==> src/hdl/bmidt_pkg.sv <==
// Purpose: constants for the byte core instruction decode and timing block
// Assumes: one machine cycle is twelve oscillator periods
// Notes: opcode values are the block's own encoding of the documented instruction classes
package bmidt_pkg;
  localparam int unsigned PERIODS_PER_CYCLE = 12;
  localparam logic [7:0] SFR_BASE = 8'h80;
  localparam logic [7:0] FLAGS_BYTE_ADDR = 8'hD0;
  localparam logic [7:0] FLAGS_BIT_LO = 8'hD1;
  localparam logic [7:0] FLAGS_BIT_HI = 8'hD7;
  localparam logic [4:0] BANK_BIT_POS = 5'h03;
  localparam logic [7:0] FLAGS_RESET = 8'h00;
  localparam int unsigned FLAG_CY = 7;
  localparam int unsigned FLAG_AC = 6;
  localparam int unsigned FLAG_OV = 2;
  typedef enum logic [5:0] {
    BMIDT_NOP = 6'h00, BMIDT_ALU_REG = 6'h01, BMIDT_ALU_DIR = 6'h02,
    BMIDT_ALU_IND = 6'h03, BMIDT_ALU_IMM = 6'h04, BMIDT_LOG_DIR_IMM = 6'h05,
    BMIDT_LOAD_PTR = 6'h06, BMIDT_EXT_IDX = 6'h07, BMIDT_EXT_PTR = 6'h08,
    BMIDT_CODE_PTR = 6'h09, BMIDT_CODE_PC = 6'h0A, BMIDT_MOV_DIR_DIR = 6'h0B,
    BMIDT_MOV_REG_DIR = 6'h0C, BMIDT_PUSH = 6'h0D, BMIDT_POP = 6'h0E,
    BMIDT_SWAP = 6'h0F, BMIDT_LOW_DIGIT_XCH = 6'h10, BMIDT_CARRY_BIT = 6'h11,
    BMIDT_CARRY_ONLY = 6'h12, BMIDT_TEST_CLEAR = 6'h13, BMIDT_CMP_IMM = 6'h14,
    BMIDT_CMP_DIR = 6'h15, BMIDT_DEC_REG = 6'h16, BMIDT_DEC_DIR = 6'h17,
    BMIDT_SHORT_REL = 6'h18, BMIDT_PAGE = 6'h19, BMIDT_LONG = 6'h1A,
    BMIDT_IND_JUMP = 6'h1B, BMIDT_COND_FLAG = 6'h1C, BMIDT_COND_BIT = 6'h1D
  } bmidt_class_t;
  typedef enum logic [1:0] {
    BMIDT_ST_IDLE = 2'b00, BMIDT_ST_RUN = 2'b01, BMIDT_ST_DONE = 2'b11
  } bmidt_state_t;
endpackage

==> src/hdl/bmidt_decode.sv <==
// Function
// [RULE1] accumulator ops: twelve periods, one or two bytes
// [RULE2] logic into direct with immediate: 3 bytes, 24
// [RULE3] pointer load constant: 3 bytes, 24 periods
// [RULE4] external moves: one byte, 24, 8/16-bit address
// [RULE5] code table read: accumulator plus base, 24
// [RULE6] direct-direct 3 bytes; register-direct 2 bytes; 24
// [RULE7] push and pop: two bytes, 24 periods
// [RULE8] nibble swap and low digit exchange: 12
// [RULE9] carry-bit logic 24/2 bytes; carry alone 12
// [RULE10] test-clear branch jumps when set, clears bit
// [RULE11] compare branch unequal: three bytes, 24 periods
// [RULE12] decrement branch nonzero: 2 or 3 bytes
// [RULE13] relative offset signed, from next instruction
// [RULE14] page target 11 bits within next 2K page
// [RULE15] long target full 16 bits
// [RULE16] direct below 128 RAM, else special register
// [RULE17] index pointer addresses RAM 0-255; the low digit exchange flags 128-255 as special register
// [RULE18] bank register picks one of eight in bank
// [RULE19] flags byte or bit writes update flags
// [RULE20] indirect jump to accumulator plus pointer
// [RULE21] conditional branches 24; flag tests 2 bytes
// [RULE22] carry, excess and nibble carry updated per op; only direct and immediate adds set all three, compares set carry alone
// Purpose: classify an instruction, build operand addresses and targets, time execution
// Assumes: the caller presents a whole instruction with its operand bytes and data values
// Notes: a busy pulse spans the execution time; done pulses on its last cycle
`timescale 1ns/1ps
module bmidt_decode
  import bmidt_pkg::*;
(
  input wire logic clk_sys_in,
  input wire logic rst_b_in,
  input wire logic start_in,
  input wire bmidt_class_t class_in,
  input wire logic [2:0] sub_op_in,
  input wire logic [7:0] byte1_in,
  input wire logic [7:0] byte2_in,
  input wire logic [7:0] byte3_in,
  input wire logic [15:0] pc_in,
  input wire logic [7:0] acc_in,
  input wire logic [7:0] operand_in,
  input wire logic [15:0] sixteen_bit_pointer_in,
  input wire logic [7:0] index_pointer_operand_in,
  input wire logic bit_value_in,
  input wire logic flags_write_in,
  input wire logic [7:0] flags_write_addr_in,
  input wire logic [7:0] flags_write_data_in,
  output logic busy_out,
  output logic done_out,
  output logic [1:0] length_out,
  output logic [5:0] periods_out,
  output logic [7:0] ram_addr_out,
  output logic sfr_select_out,
  output logic [15:0] mem_addr_out,
  output logic [15:0] next_pc_out,
  output logic branch_taken_out,
  output logic clear_bit_out,
  output logic [7:0] result_out,
  output logic [7:0] program_flags_word_out
);
  // ****************************************************************
  // functions
  // ****************************************************************
  function automatic logic [15:0] rel_target(input logic [15:0] nxt, input logic [7:0] off);
    rel_target = nxt + {{8{off[7]}}, off}; // [RULE13]
  endfunction

  function automatic logic [1:0] byte_len(input bmidt_class_t c, input logic [2:0] s);
    case (c)
      BMIDT_ALU_DIR, BMIDT_ALU_IMM, BMIDT_MOV_REG_DIR, BMIDT_PUSH, BMIDT_POP,
      BMIDT_CARRY_BIT, BMIDT_DEC_REG, BMIDT_SHORT_REL, BMIDT_PAGE, BMIDT_COND_FLAG:
        byte_len = 2'h2;
      BMIDT_LOG_DIR_IMM, BMIDT_LOAD_PTR, BMIDT_MOV_DIR_DIR, BMIDT_TEST_CLEAR,
      BMIDT_CMP_IMM, BMIDT_CMP_DIR, BMIDT_DEC_DIR, BMIDT_LONG, BMIDT_COND_BIT:
        byte_len = 2'h3;
      default:
        byte_len = 2'h1;
    endcase
  endfunction

  function automatic logic long_exec(input bmidt_class_t c);
    case (c)
      BMIDT_NOP, BMIDT_ALU_REG, BMIDT_ALU_DIR, BMIDT_ALU_IND, BMIDT_ALU_IMM,
      BMIDT_SWAP, BMIDT_LOW_DIGIT_XCH, BMIDT_CARRY_ONLY:
        long_exec = 1'b0;
      default:
        long_exec = 1'b1;
    endcase
  endfunction

  // ****************************************************************
  // decode
  // ****************************************************************
  localparam logic [5:0] ONE_CYCLE = 6'(PERIODS_PER_CYCLE);
  logic [7:0] program_flags_word_reg;
  wire logic [1:0] len_w = byte_len(class_in, sub_op_in); // [RULE1] [RULE2] [RULE3] [RULE6]
  wire logic two_cycle_w = long_exec(class_in); // [RULE4] [RULE5] [RULE7] [RULE8] [RULE9]
  wire logic [15:0] next_w = pc_in + {14'h0000, len_w};
  wire logic [15:0] ind_target_w = sixteen_bit_pointer_in + {8'h00, acc_in}; // [RULE20]
  wire logic [15:0] page_target_w = {next_w[15:11], sub_op_in, byte2_in}; // [RULE14]
  wire logic [15:0] long_target_w = {byte2_in, byte3_in}; // [RULE15]
  wire logic [2:0] bank_w = {1'b0, program_flags_word_reg[4:3]};
  wire logic [7:0] bank_addr_w = {3'h0, bank_w[1:0], sub_op_in}; // [RULE18]
  wire logic [7:0] cmp_val_w = (class_in == BMIDT_CMP_IMM) ? byte2_in : operand_in;
  wire logic cmp_ne_w = (acc_in != cmp_val_w); // [RULE11]
  wire logic [7:0] dec_w = operand_in - 8'h01;
  wire logic dec_nz_w = (dec_w != 8'h00); // [RULE12]
  wire logic [7:0] rel_w = (len_w == 2'h3) ? byte3_in : byte2_in;
  wire logic cond_flag_w = sub_op_in[1] ? ((acc_in == 8'h00) ^ sub_op_in[0])
                                        : (program_flags_word_reg[FLAG_CY] ^ sub_op_in[0]);
  wire logic [8:0] add_w = {1'b0, acc_in} + {1'b0, operand_in} +
                           {8'h00, sub_op_in[0] & program_flags_word_reg[FLAG_CY]};
  wire logic [4:0] nib_w = {1'b0, acc_in[3:0]} + {1'b0, operand_in[3:0]} +
                           {4'h0, sub_op_in[0] & program_flags_word_reg[FLAG_CY]};
  wire logic ov_w = (acc_in[7] == operand_in[7]) && (add_w[7] != acc_in[7]);
  wire logic flags_hit_w = flags_write_in && (flags_write_addr_in == FLAGS_BYTE_ADDR);
  wire logic flag_bit_hit_w = flags_write_in && (flags_write_addr_in >= FLAGS_BIT_LO) &&
                              (flags_write_addr_in <= FLAGS_BIT_HI);

  logic taken_w;
  logic [15:0] target_w;
  logic [7:0] addr_w;
  logic [15:0] mem_w;
  logic [7:0] res_w;
  always_comb
  begin
    taken_w = 1'b0;
    target_w = next_w;
    addr_w = byte2_in; // [RULE16]
    mem_w = 16'h0000;
    res_w = acc_in;
    case (class_in)
      BMIDT_ALU_REG, BMIDT_MOV_REG_DIR, BMIDT_DEC_REG: addr_w = bank_addr_w;
      BMIDT_ALU_IND, BMIDT_LOW_DIGIT_XCH: addr_w = index_pointer_operand_in; // [RULE17]
      default: addr_w = byte2_in;
    endcase
    // address, memory and result decodes are separate so no class shadows another
    case (class_in)
      BMIDT_EXT_IDX: mem_w = {8'h00, index_pointer_operand_in}; // [RULE4]
      BMIDT_EXT_PTR: mem_w = sixteen_bit_pointer_in; // [RULE4]
      BMIDT_CODE_PTR: mem_w = ind_target_w; // [RULE5]
      BMIDT_CODE_PC: mem_w = next_w + {8'h00, acc_in}; // [RULE5]
      BMIDT_LOAD_PTR: mem_w = long_target_w; // [RULE3]
      default: mem_w = 16'h0000;
    endcase
    case (class_in)
      BMIDT_SWAP: res_w = {acc_in[3:0], acc_in[7:4]}; // [RULE8]
      BMIDT_LOW_DIGIT_XCH: res_w = {acc_in[7:4], operand_in[3:0]}; // [RULE8]
      BMIDT_ALU_DIR, BMIDT_ALU_IMM: res_w = add_w[7:0];
      BMIDT_LOG_DIR_IMM: // [RULE2]
      begin
        case (sub_op_in[1:0])
          2'h0: res_w = operand_in & byte3_in;
          2'h1: res_w = operand_in | byte3_in;
          default: res_w = operand_in ^ byte3_in;
        endcase
      end
      BMIDT_DEC_REG, BMIDT_DEC_DIR: res_w = dec_w; // [RULE12]
      default: res_w = acc_in;
    endcase
    case (class_in)
      BMIDT_SHORT_REL:
      begin
        taken_w = 1'b1;
        target_w = rel_target(next_w, rel_w);
      end
      BMIDT_PAGE:
      begin
        taken_w = 1'b1;
        target_w = page_target_w;
      end
      BMIDT_LONG:
      begin
        taken_w = 1'b1;
        target_w = long_target_w;
      end
      BMIDT_IND_JUMP:
      begin
        taken_w = 1'b1;
        target_w = ind_target_w;
      end
      BMIDT_TEST_CLEAR, BMIDT_COND_BIT, BMIDT_COND_FLAG, BMIDT_CMP_IMM, BMIDT_CMP_DIR,
      BMIDT_DEC_REG, BMIDT_DEC_DIR:
      begin
        case (class_in)
          BMIDT_TEST_CLEAR: taken_w = bit_value_in; // [RULE10]
          BMIDT_COND_BIT: taken_w = bit_value_in ^ sub_op_in[0]; // [RULE21]
          BMIDT_COND_FLAG: taken_w = cond_flag_w; // [RULE21]
          BMIDT_CMP_IMM, BMIDT_CMP_DIR: taken_w = cmp_ne_w; // [RULE11]
          default: taken_w = dec_nz_w; // [RULE12]
        endcase
        if (taken_w)
        begin
          target_w = rel_target(next_w, rel_w);
        end
      end
      default: taken_w = 1'b0;
    endcase
  end

  // ****************************************************************
  // flags
  // ****************************************************************
  logic [7:0] program_flags_word_next;
  always_comb
  begin
    program_flags_word_next = program_flags_word_reg;
    // a start while busy is refused, so it must not touch the flags either
    if (start_in && (state_reg == BMIDT_ST_IDLE))
    begin
      case (class_in)
        BMIDT_ALU_DIR, BMIDT_ALU_IMM: // [RULE22]
        begin
          program_flags_word_next[FLAG_CY] = add_w[8];
          program_flags_word_next[FLAG_AC] = nib_w[4];
          program_flags_word_next[FLAG_OV] = ov_w;
        end
        BMIDT_CARRY_ONLY: // [RULE9]
        begin
          case (sub_op_in[1:0])
            2'h0: program_flags_word_next[FLAG_CY] = 1'b0;
            2'h1: program_flags_word_next[FLAG_CY] = 1'b1;
            default: program_flags_word_next[FLAG_CY] = ~program_flags_word_reg[FLAG_CY];
          endcase
        end
        BMIDT_CARRY_BIT: // [RULE9]
          program_flags_word_next[FLAG_CY] = sub_op_in[0]
            ? (program_flags_word_reg[FLAG_CY] | (bit_value_in ^ sub_op_in[1]))
            : (program_flags_word_reg[FLAG_CY] & (bit_value_in ^ sub_op_in[1]));
        BMIDT_CMP_IMM, BMIDT_CMP_DIR: // [RULE22]
          program_flags_word_next[FLAG_CY] = (acc_in < cmp_val_w);
        default: program_flags_word_next = program_flags_word_reg;
      endcase
    end
    // a direct write lands after the instruction's own flag effect
    if (flags_hit_w)
    begin
      program_flags_word_next = flags_write_data_in; // [RULE19]
    end
    else if (flag_bit_hit_w)
    begin
      program_flags_word_next[flags_write_addr_in[2:0]] = flags_write_data_in[0]; // [RULE19]
    end
  end

  // ****************************************************************
  // timing
  // ****************************************************************
  bmidt_state_t state_reg;
  bmidt_state_t state_next;
  logic [5:0] count_reg;
  logic [5:0] count_next;
  wire logic [5:0] total_w = two_cycle_w ? (ONE_CYCLE + ONE_CYCLE) : ONE_CYCLE;
  always_comb
  begin
    state_next = state_reg;
    count_next = count_reg;
    case (state_reg)
      BMIDT_ST_IDLE:
      begin
        if (start_in)
        begin
          state_next = BMIDT_ST_RUN;
          count_next = total_w - 6'h01;
        end
      end
      BMIDT_ST_RUN:
      begin
        count_next = count_reg - 6'h01;
        if (count_reg == 6'h01)
        begin
          state_next = BMIDT_ST_DONE;
        end
      end
      BMIDT_ST_DONE: state_next = BMIDT_ST_IDLE;
      default: state_next = BMIDT_ST_IDLE;
    endcase
  end

  always_ff @(posedge clk_sys_in or negedge rst_b_in)
  begin
    if (!rst_b_in)
    begin
      state_reg <= BMIDT_ST_IDLE;
      count_reg <= 6'h00;
      program_flags_word_reg <= FLAGS_RESET;
    end
    else
    begin
      state_reg <= state_next;
      count_reg <= count_next;
      program_flags_word_reg <= program_flags_word_next;
    end
  end

  always_ff @(posedge clk_sys_in or negedge rst_b_in)
  begin
    if (!rst_b_in)
    begin
      length_out <= 2'h0;
      periods_out <= 6'h00;
      ram_addr_out <= 8'h00;
      sfr_select_out <= 1'b0;
      mem_addr_out <= 16'h0000;
      next_pc_out <= 16'h0000;
      branch_taken_out <= 1'b0;
      clear_bit_out <= 1'b0;
      result_out <= 8'h00;
    end
    else if (start_in && state_reg == BMIDT_ST_IDLE)
    begin
      length_out <= len_w;
      periods_out <= total_w;
      ram_addr_out <= addr_w;
      sfr_select_out <= (addr_w >= SFR_BASE) && (class_in != BMIDT_ALU_IND); // [RULE16] [RULE17]
      mem_addr_out <= mem_w;
      next_pc_out <= target_w;
      branch_taken_out <= taken_w;
      clear_bit_out <= (class_in == BMIDT_TEST_CLEAR) && bit_value_in; // [RULE10]
      result_out <= res_w;
    end
  end

  assign busy_out = (state_reg != BMIDT_ST_IDLE);
  assign done_out = (state_reg == BMIDT_ST_DONE);
  assign program_flags_word_out = program_flags_word_reg;
endmodule // bmidt_decode

==> config.mk <==
export PLATFORM = sky130hd
export DESIGN_NAME = bmidt_decode
export DESIGN_NICKNAME = d
export VERILOG_FILES = /design/src/hdl/bmidt_pkg.sv /design/src/hdl/bmidt_decode.sv
export SDC_FILE = /design/constraint.sdc
export NUM_CORES = 1
export LEC_CHECK = 0
export ABC_AREA = 1
export BUFFER_PORTS_ARGS = -buffer_cell sky130_fd_sc_hd__buf_2
export CAP_MARGIN = 0
export CORE_MARGIN = 1.5
export CORE_UTILIZATION = 51
export DETAILED_ROUTE_END_ITERATION = 8
export MAX_ROUTING_LAYER = met4
export PLACE_DENSITY = 0.79
export SETUP_SLACK_MARGIN = 0.1
export SYNTH_ARGS = -nofsm -noshare
export SYNTH_HDL_FRONTEND = slang
export SYNTH_SLANG_ARGS = --single-unit
==> constraint.sdc <==
create_clock -name clk_sys_in -period 2.3 [get_ports clk_sys_in]
set_clock_uncertainty 0.05 [all_clocks]
set_input_delay 0.115 -clock clk_sys_in [delete_from_list [all_inputs] [get_ports clk_sys_in]]
set_output_delay 0.115 -clock clk_sys_in [all_outputs]
set_load 0.01 [all_outputs]
Yosys cells after proc, flatten, opt, wreduce, memory -nomap -nowiden. Memory sizes are Yosys's and may differ from the RTL's. Cells that the tools add are included.

Flip-flop bits (word level): 75. Input bits: 110. Memories: 2. Logic and storage cells: 134. Output and inout bits: 69. Memory bits (read-only): 96.

Eq/ne operators: 38. Order comparisons: 6. Reductions and logical operators: 23. Bitwise operators: 11. Mux-type cells: 31. Add/subtract/negate cells: 11.

Memories: (name not given) (depth 32, width 2, rd ports 1, clocked after Yosys merged registers in 0, wr ports 0, RTL line bmidt_decode.sv:69) `case (c)`; (name not given) (depth 32, width 1, rd ports 1, clocked after Yosys merged registers in 0, wr ports 0, RTL line bmidt_decode.sv:82) `case (c)`.

Operator list (count): one-hot mux 16 bit (5 select lines) (2); equality test 6 x 5 -> 1 bit (second input constant) (14); 2-to-1 mux 8 bit (5); one-hot mux 8 bit (5 select lines) (1); adder 16 x 8 -> 16 bit (2); one-hot mux 8 bit (2 select lines) (2); equality test 6 x 4 -> 1 bit (second input constant) (5); equality test 6 x 3 -> 1 bit (second input constant) (4); adder 16 bit (1); adder 16 x 2 -> 16 bit (1); greater-or-equal comparator 8 bit (second input constant) (2); 2-to-1 mux 16 bit (1); equality test 6 x 1 -> 1 bit (second input constant) (2); equality test 6 x 2 -> 1 bit (second input constant) (2); one-hot mux 6 bit (2 select lines) (1); adder 8 x 8 -> 9 bit (1); adder 9 x 1 -> 9 bit (1); AND 8 bit (1); bitwise mux 8 bit (1); equality test 8 bit (second input constant) (1); <= comparator 8 bit (second input constant) (1); logical AND 1 bit (8); zero test 8 bit (1); less-than comparator 8 bit (1); 36 further kinds (59).

Logic depth before layout (Yosys ltp). Gate-level depths: netlist (run 1).

Word-level depth: 9. Depth in mapped cells: 29. Depth with buffers taken out: 29.

Least setup slack after synthesis (run 1). Ideal clock, no wire load.

Path kind: input port to flip-flop. From: input port class_in[5]. To: register mem_addr_out[14]. Required time: 2.184 ns. Setup slack: -1.094 ns. Arrival time: 3.279 ns. Setup time: 0.066 ns. Buffers on the path: 0. Stages: 25. Cells stage by stage: nor2_1 nand3_1 nand2_2 nor3_2 ha_1 fa_1 inv_1 fa_1 inv_1 nand3_1 nand2_1 nand2_1 nand2_1 a21oi_1 nor2_1 o21ai_0 nand2_1 nand2_1 nor2_1 nand3_1 o21ai_0 o211ai_1 nand2_1 nand2_1 nand2_1.

Cells in the longest elaborated chain, start to end: 4. Elaborated cells on any way between the ends: 9. Those cells by class: 2 x add/sub; 5 x eq/ne; 2 x mux.

RTL lines: start: declaration (RTL line bmidt_decode.sv:34) `input wire bmidt_class_t class_in,`; 2-to-1 mux 2 bit (RTL line bmidt_decode.sv:69); named net len_w[0] (RTL line bmidt_decode.sv:96) `wire logic [1:0] len_w = byte_len(class_in, sub_op_in);`; adder 16 x 2 -> 16 bit (RTL line bmidt_decode.sv:98) `wire logic [15:0] next_w = pc_in + {14'h0000, len_w};`; adder 16 x 8 -> 16 bit (RTL line bmidt_decode.sv:142) `BMIDT_CODE_PC: mem_w = next_w + {8'h00, acc_in};`; one-hot mux 16 bit (5 select lines) (RTL line bmidt_decode.sv:138) `case (class_in)`; end signal: assignment (RTL line bmidt_decode.sv:316) `mem_addr_out <= mem_w;`; end: declaration (RTL line bmidt_decode.sv:54) `output logic [15:0] mem_addr_out,`.

The timed path passes the listed nets, and every way through them passes these cells. A chain may end at the register's enable or synchronous reset.

Worst setup path in the final report (run 1).
From: input port class_in[3]. To: register next_pc_out[12].

Cells in the longest elaborated chain, start to end: 7. Elaborated cells on any way between the ends: 25. Those cells by class: 2 x add/sub; 13 x eq/ne; 7 x mux; 2 x reduce/logical; 1 x memory.

RTL lines: memory (32 x 2 bit) (*); 2-to-1 mux 2 bit (*) (RTL line bmidt_decode.sv:69); named net len_w[0] (RTL line bmidt_decode.sv:96); branches (longest 4 deep; another with adder 16 x 2 -> 16 bit); one-hot mux 16 bit (5 select lines) (*) (RTL line bmidt_decode.sv:161) `case (class_in)`; end signal: assignment (RTL line bmidt_decode.sv:317) `next_pc_out <= target_w;`; end: declaration (RTL line bmidt_decode.sv:55) `output logic [15:0] next_pc_out,`.

Mark *: on every way through the listed nets, which the timed path passes. The select of a mux whose other input is x is not followed.

==> results.tsv, run 1 <==
metric	value	unit
io pins	179	
worst setup margin	-1.109	ns
Clock Path Buffers	2	
CTS Buf Count	9	
Port Buffer Count	167	
fraction of registers with async set/reset	100.0	%
Final Max Tran Viols	0	
cell with the most instances after synthesis	nand2_1	
die height	128.3	um
DR DRC count	0	
min Tclk post-route	3.409	ns
fmax	293.3	MHz
outcome	finished with violations	
GRT Residual Overflow	0	
synthesized area	8011	um2
actual slew at the worst max-slew pin	0.9770	ns
FF+latch count, synth	72	
Place WS	-1.535	ns
Filler Cell Count	919	
Max FO, Critical Path	6	
RD Place Congestion	1.070	
Mean Syn Cell Area	6.466	um2
share of cells above drive strength 1	41.46	%
ANT cells	0	
Synth warnings	0	
Max IR drop VDD	0.6238	mV
total number of vias	11520	
GRT Resource Usage Total	45.27	%
Skew-Pair Late Insertion Delay	0.36	ns
RSZ-0062 raised after global routing	true	
final worst path period share	148.2	%
ys flop type	dfrtp_1	
Final nets	1877	
Post-synth EDFFs	0	
Area growth syn-to-layout	61.74	%
leak pwr	6.608	nW
antenna violations before repair	0	
failing checks	setup timing	
Startpoint Class	primary input	
Worst Hold Class	in2reg	
PwrDens	662.7	nW/um2
row count	45	
CTS tree	yes	
die area	16470	um2
Required @ worst endpoint	2.50	ns
biggest regs	mem_addr_out: 16 flops, next_pc_out: 16 flops	
DR iter-0 viols	1346	
Root Buffer	clkbuf_16	
R2R depth	20	
Final setup viols	35	
post-synthesis cell type count	51	
WL/cell	20.43	um
largest net degree at the start of global routing	73	
Final Total Pwr	8.587	mW
RR Endpoint	program_flags_word_out[7]$_DFF_PN0_	
Critical path destination	next_pc_out[12]$_DFFE_PN0P_	
Critical R2R Launch	program_flags_word_out[7]$_DFF_PN0_	
# Max-Cap Violations	0	
Core ar.	15260	um2
Cells after Synth	1239	
CTS Sinks	72	
Worst Setup End Kind	flop	
H-tree depth	3	
commonest cells in the netlist	nand2_1, inv_1, nor2_1, nand3_1, o21ai_0	
crit path launch	class_in[3]	
Worst-path clk slew	0.06	ns
via count of the first global-routing pass	10680	
Crit Path Category	in2reg	
first-pass GRT wire length	55.29	mm
drt total wl	39.01	mm
CP arrival	3.61	ns
endpoints failing hold	0	
Post-DRT Antenna Nets	0	
via/cell ratio	6.034	
Synth top area share	22.49	%
post-detail-place hpwl	27.02	mm
Die Wd	128.3	um
Initial Utilization	52.51	%
First-pass DRT Iterations	6	
Seq/Total Area, Yosys	22.49	%
largest area contributor in the netlist	dfrtp_1	
reg-to-reg slack, setup	-0.34	ns
Relative slew margins	34.87	%
largest cells by area after synthesis	dfrtp_1, nand2_1, ha_1, inv_1, nor2_1	
==> how the worst min path moves through the flow <==
stage                     cells after the start        start                           end  slack [ns]
final                                         3  byte2_in[2]   ram_addr_out[2]$_DFFE_PN0P_        0.01
after global routing                          3  byte2_in[4]   ram_addr_out[4]$_DFFE_PN0P_        0.02
after CTS                                     3  byte2_in[3]   ram_addr_out[3]$_DFFE_PN0P_       0.008
after detailed placement                      1     rst_b_in      count_reg[5]$_DFFE_PN0P_        0.26
after global placement                        1     rst_b_in      count_reg[5]$_DFFE_PN0P_        0.27
after floorplan                               0     rst_b_in  branch_taken_out$_DFFE_PN0P_       -0.23
==> cell families (layout without fill, tap and decap cells) <==
kind of cell / Yosys count / count (layout) / share of synthesized area [%]
other: 1 / 3 / 0.04681
DFF: 72 / 72 / 22.49
adders and majority gates: 73 / 73 / 11.96
and+or+nand+nor: 601 / 601 / 32.25
xor gates and xnor gates: 34 / 34 / 3.717
AOI/OAI and AO/OA: 254 / 254 / 19.79
buffers and inverters: 204 / 661 / 9.745
==> routing by layer <==
metal	vias up	global-route usage, %	share of wire (%)
li1	5063	-	-
met1	5344	56.59	37
met2	867	70.37	44
met3	245	8.732	12
met4	0	22.14	6.8
met5	-	-	0
==> area by class of cell <==
| type | count | area [um2] | share of cell area [%] |
|---|---|---|---|
| multi-input cells | 965 | 6535 | 50.43 |
| repair buffers | 465 | 3341 | 25.78 |
| flip-flops and latches | 72 | 1802 | 13.91 |
| inverters | 181 | 728.2 | 5.620 |
| well taps | 211 | 264.0 | 2.037 |
| clock buffers | 10 | 229.0 | 1.767 |
| clock inverters | 5 | 58.81 | 0.4538 |
==> report_power, final <==
group / internal (mW) / switching [mW]
Combinational: 2.12 / 2.87
Clock: 0.836 / 0.634
Sequential: 1.82 / 0.308
==> worst max-delay path, stage by stage <==
cell and delay (ns):
buf_12 0.11, nor2_4 0.04, buf_4 0.14, nand3_4 0.08, nand2_4 0.06, nor3_4 0.27, ha_4 0.20, fa_2 0.22
nand2_2 0.07, nor2_4 0.11, nand3_2 0.11, buf_6 0.15, xor2_4 0.19, inv_2 0.09, buf_4 0.14, buf_6 0.10
buf_4 0.13, ha_4 0.30, nand2_4 0.08, buf_6 0.12, nor3_2 0.20, nand3_1 0.14, nand3_2 0.12, nand2_2 0.05
nand3_2 0.07, nand3_2 0.08, nand2_1 0.08, inv_1 0.04
==> placed cells by master (no fill, tap or decap), types with 8 or more instances in the layout <==
cell | Yosys | final
nand3_2 | 4 | 24
dlygate4sd3_1 | 0 | 10
buf_6 | 0 | 24
or2_2 | 15 | 12
inv_1 | 173 | 151
o22ai_1 | 23 | 20
buf_4 | 4 | 260
nor2_1 | 126 | 103
nor2_2 | 1 | 10
clkbuf_16 | 0 | 9
nand3b_1 | 8 | 8
o21ai_0 | 74 | 46
nor3_1 | 20 | 16
nand3_1 | 83 | 57
a21oi_2 | 1 | 17
o211ai_1 | 15 | 15
nand2_2 | 9 | 44
buf_2 | 0 | 160
ha_1 | 67 | 53
o21bai_1 | 8 | 8
inv_2 | 4 | 18
nand2_1 | 306 | 258
a21oi_1 | 67 | 49
nor2_4 | 1 | 15
a221oi_1 | 14 | 13
nand2_4 | 0 | 12
nand4_1 | 17 | 17
o21ai_1 | 1 | 21
ha_4 | 0 | 14
dfrtp_1 | 72 | 72
xor2_1 | 28 | 19
==> stage by stage <==
step / instance area (um2) / TNS [ns] / instances / utilization, % / hold slack [ns]
final: 12960 / -24.36 / 1909 / 84.92 / 0.01434
after global routing: 12960 / -28.22 / 1909 / 84.92 / 0.02404
after CTS: 12310 / -17.87 / 1892 / 80.70 / 0.007832
after detailed placement: 11090 / -36.56 / 1832 / 72.68 / 0.2612
after global placement: 11090 / -34.03 / 1832 / 72.68 / 0.2665
after floorplan: 8282 / -14.98 / 1241 / - / -0.2306
==> timing repair <==
| item | CTS | global route |
|---|---|---|
| cloned | 1 | 0 |
| pin swaps | 59 | 94 |
| endpoints found under the hold margin | 80 | 0 |
| hold buffers | 10 | 0 |
| setup endpoints to repair | 36 | 39 |
| gates resized for setup | 134 | 127 |
| buffers inserted | 35 | 27 |
No activity file was read; power rests on OpenSTA's default activity.
==> run 2: changes to the inputs <==
==> constraint.sdc (replaced) <==
create_clock -name clk_sys_in -period 2.88 [get_ports clk_sys_in]
set_clock_uncertainty 0.05 [all_clocks]
set_input_delay 0.144 -clock clk_sys_in [delete_from_list [all_inputs] [get_ports clk_sys_in]]
set_output_delay 0.144 -clock clk_sys_in [all_outputs]
set_load 0.01 [all_outputs]
==> run 2 against run 1 <==
Power down 27%. Worst hold slack worse by 0.0032 ns. Critical path depth up 1. Critical path type unchanged. Combinational power down 32%. Wire length down 15%. Largest power group unchanged. The flow still finishes with violations (setup timing). Largest cell class unchanged. Clock-buffer cell count up 2. Highest routed layer unchanged. Die area unchanged. Final area down 12%. Global-route usage down 4.5 points.
==> results.tsv, run 2 (synthesized netlist as in run 1, its figures left out) <==
metric	value	unit	change
outcome	finished with violations		
failing checks	setup timing		
post-detail-place hpwl	25.76	mm	-4.7%
Skew-Pair Late Insertion Delay	0.35	ns	about the same
biggest regs	mem_addr_out: 16 flops, next_pc_out: 16 flops		
WL/cell	18.62	um	-8.9%
Final Total Pwr	6.254	mW	-27%
fin util	74.83	%	-10 points
Final setup viols	20		-43%
row count	45		unchanged
Initial Utilization	52.51	%	unchanged
Worst-path clk slew	0.07	ns	about the same
final worst path period share	116.7	%	
ANT cells	0		unchanged
dpl cells	1739		-5.1%
hold_ws	0.01113	ns	-0.003211 ns
leak pwr	5.890	nW	-11%
min Tclk post-route	3.361	ns	
crit-path max cell delay	0.31	ns	about the same
actual slew at the worst max-slew pin	0.9561	ns	-0.02087 ns
First-pass DRT Iterations	6		unchanged
first-pass GRT wire length	50.27	mm	-9.1%
CP arrival	3.56	ns	-0.05 ns
Die Wd	128.3	um	unchanged
Crit Path Category	in2reg		
total number of vias	10390		-9.8%
endpoints failing hold	0		unchanged
RD Place Congestion	1.053		-1.5%
Core ar.	15260	um2	unchanged
Area growth syn-to-layout	42.51	%	
via/cell ratio	5.802		-3.9%
die height	128.3	um	unchanged
share of cells above drive strength 1	32.43	%	-9.0 points
Relative slew margins	36.26	%	+1.4 points
Root Buffer	clkbuf_16		
design area	11420	um2	-12%
crit path max-delay cell type	ha_4		
Max FO, Critical Path	4		-2
RSZ-0062 raised after global routing	true		
via count of the first global-routing pass	9476		-11%
DR iter-0 viols	1112		-17%
Final nets	1757		-6.4%
antenna violations before repair	0		unchanged
Final Max Tran Viols	0		unchanged
commonest non-fill, non-tap cell in the layout	nand2_1		
H-tree depth	3		unchanged
drt total wl	33.34	mm	-15%
fmax	297.5	MHz	
CTS Buf Count	9		unchanged
PwrDens	547.8	nW/um2	-17%
die area	16470	um2	unchanged
Worst Hold Class	in2reg		
GRT Resource Usage Total	40.76	%	-4.5 points
Post-Layout Cell Count	1790		-6.2%
Clock Path Buffers	2		unchanged
CTS tree	yes		
CTS Sinks	72		unchanged
DR DRC count	0		unchanged
GRT Residual Overflow	0		unchanged
Required @ worst endpoint	3.08	ns	+0.58 ns
Max IR drop VDD	0.4787	mV	-23%
Port Buffer Count	167		unchanged
worst setup margin	-0.4811	ns	+0.6279 ns
setup TNS	-5.526	ns	+18.83 ns
Post-DRT Antenna Nets	0		unchanged
io pins	179		unchanged
Startpoint Class	primary input		
Post-DP Area	10350	um2	-6.7%
commonest non-fill, non-tap cells in the layout	nand2_1, buf_2, buf_4		
largest net degree at the start of global routing	73		unchanged
Worst Setup End Kind	flop		
Place WS	-0.9288	ns	+0.6065 ns
# Max-Cap Violations	0		unchanged
run 2: worst max-delay path, delay by kind of cell:
| kind | cells | cell delay (ns) |
|---|---|---|
| and+or+nand+nor | 20 | 1.99 |
| buffers and inverters | 5 | 0.46 |
| xor gates and xnor gates | 1 | 0.19 |
| adders and majority gates | 3 | 0.76 |
run 2: routing by layer:
metal,global-route usage [%],vias up,part of all wire (%)
met4,13.42,0,4.0
met1,56.25,4809,42
met2,61.32,639,43
met3,6.154,110,10
met5,-,-,0
li1,-,4827,-
run 2: report_power, final:
part / internal (mW) / switching [mW]
clock: 0.700 / 0.492
sequential: 1.45 / 0.223
combinational: 1.39 / 2.00
run 2: cell type report:
type                    instances  area [um2]
clock buffers                  12       246.5
clock inverters                 4       52.55
fillers                      1295        3841
inverters                     181       708.2
multi-input cells             965        6050
flip-flops and latches         72        1802
well taps                     211       264.0
repair buffers                345        2295
run 2: timing repair:
action,4_1_cts,5_1_grt
hold buffers,7,0
hold endpoints to repair,78,0
cloned,0,1
pin swaps,22,57
endpoints found under the setup margin,29,30
gates resized for setup,21,105
buffers inserted,13,14
run 2: final timing paths:
path / end / from / depth (start not counted) / slack (ns)
worst min register to register: state_reg[1]$_DFFE_PN0P_ / count_reg[5]$_DFFE_PN0P_ / 1 / 0.41
min in group asynchronous: periods_out[3]$_DFFE_PN0P_ / rst_b_in / 2 / 0.43
worst max register to register: program_flags_word_out[7]$_DFF_PN0_ / program_flags_word_out[7]$_DFF_PN0_ / 20 / 0.20
max in group asynchronous: mem_addr_out[13]$_DFFE_PN0P_ / rst_b_in / 2 / 1.70
worst max-delay path: next_pc_out[15]$_DFFE_PN0P_ / class_in[2] / 29 / -0.48
worst min-delay path: program_flags_word_out[4]$_DFFE_PN0P_ / flags_write_data_in[4] / 3 / 0.01
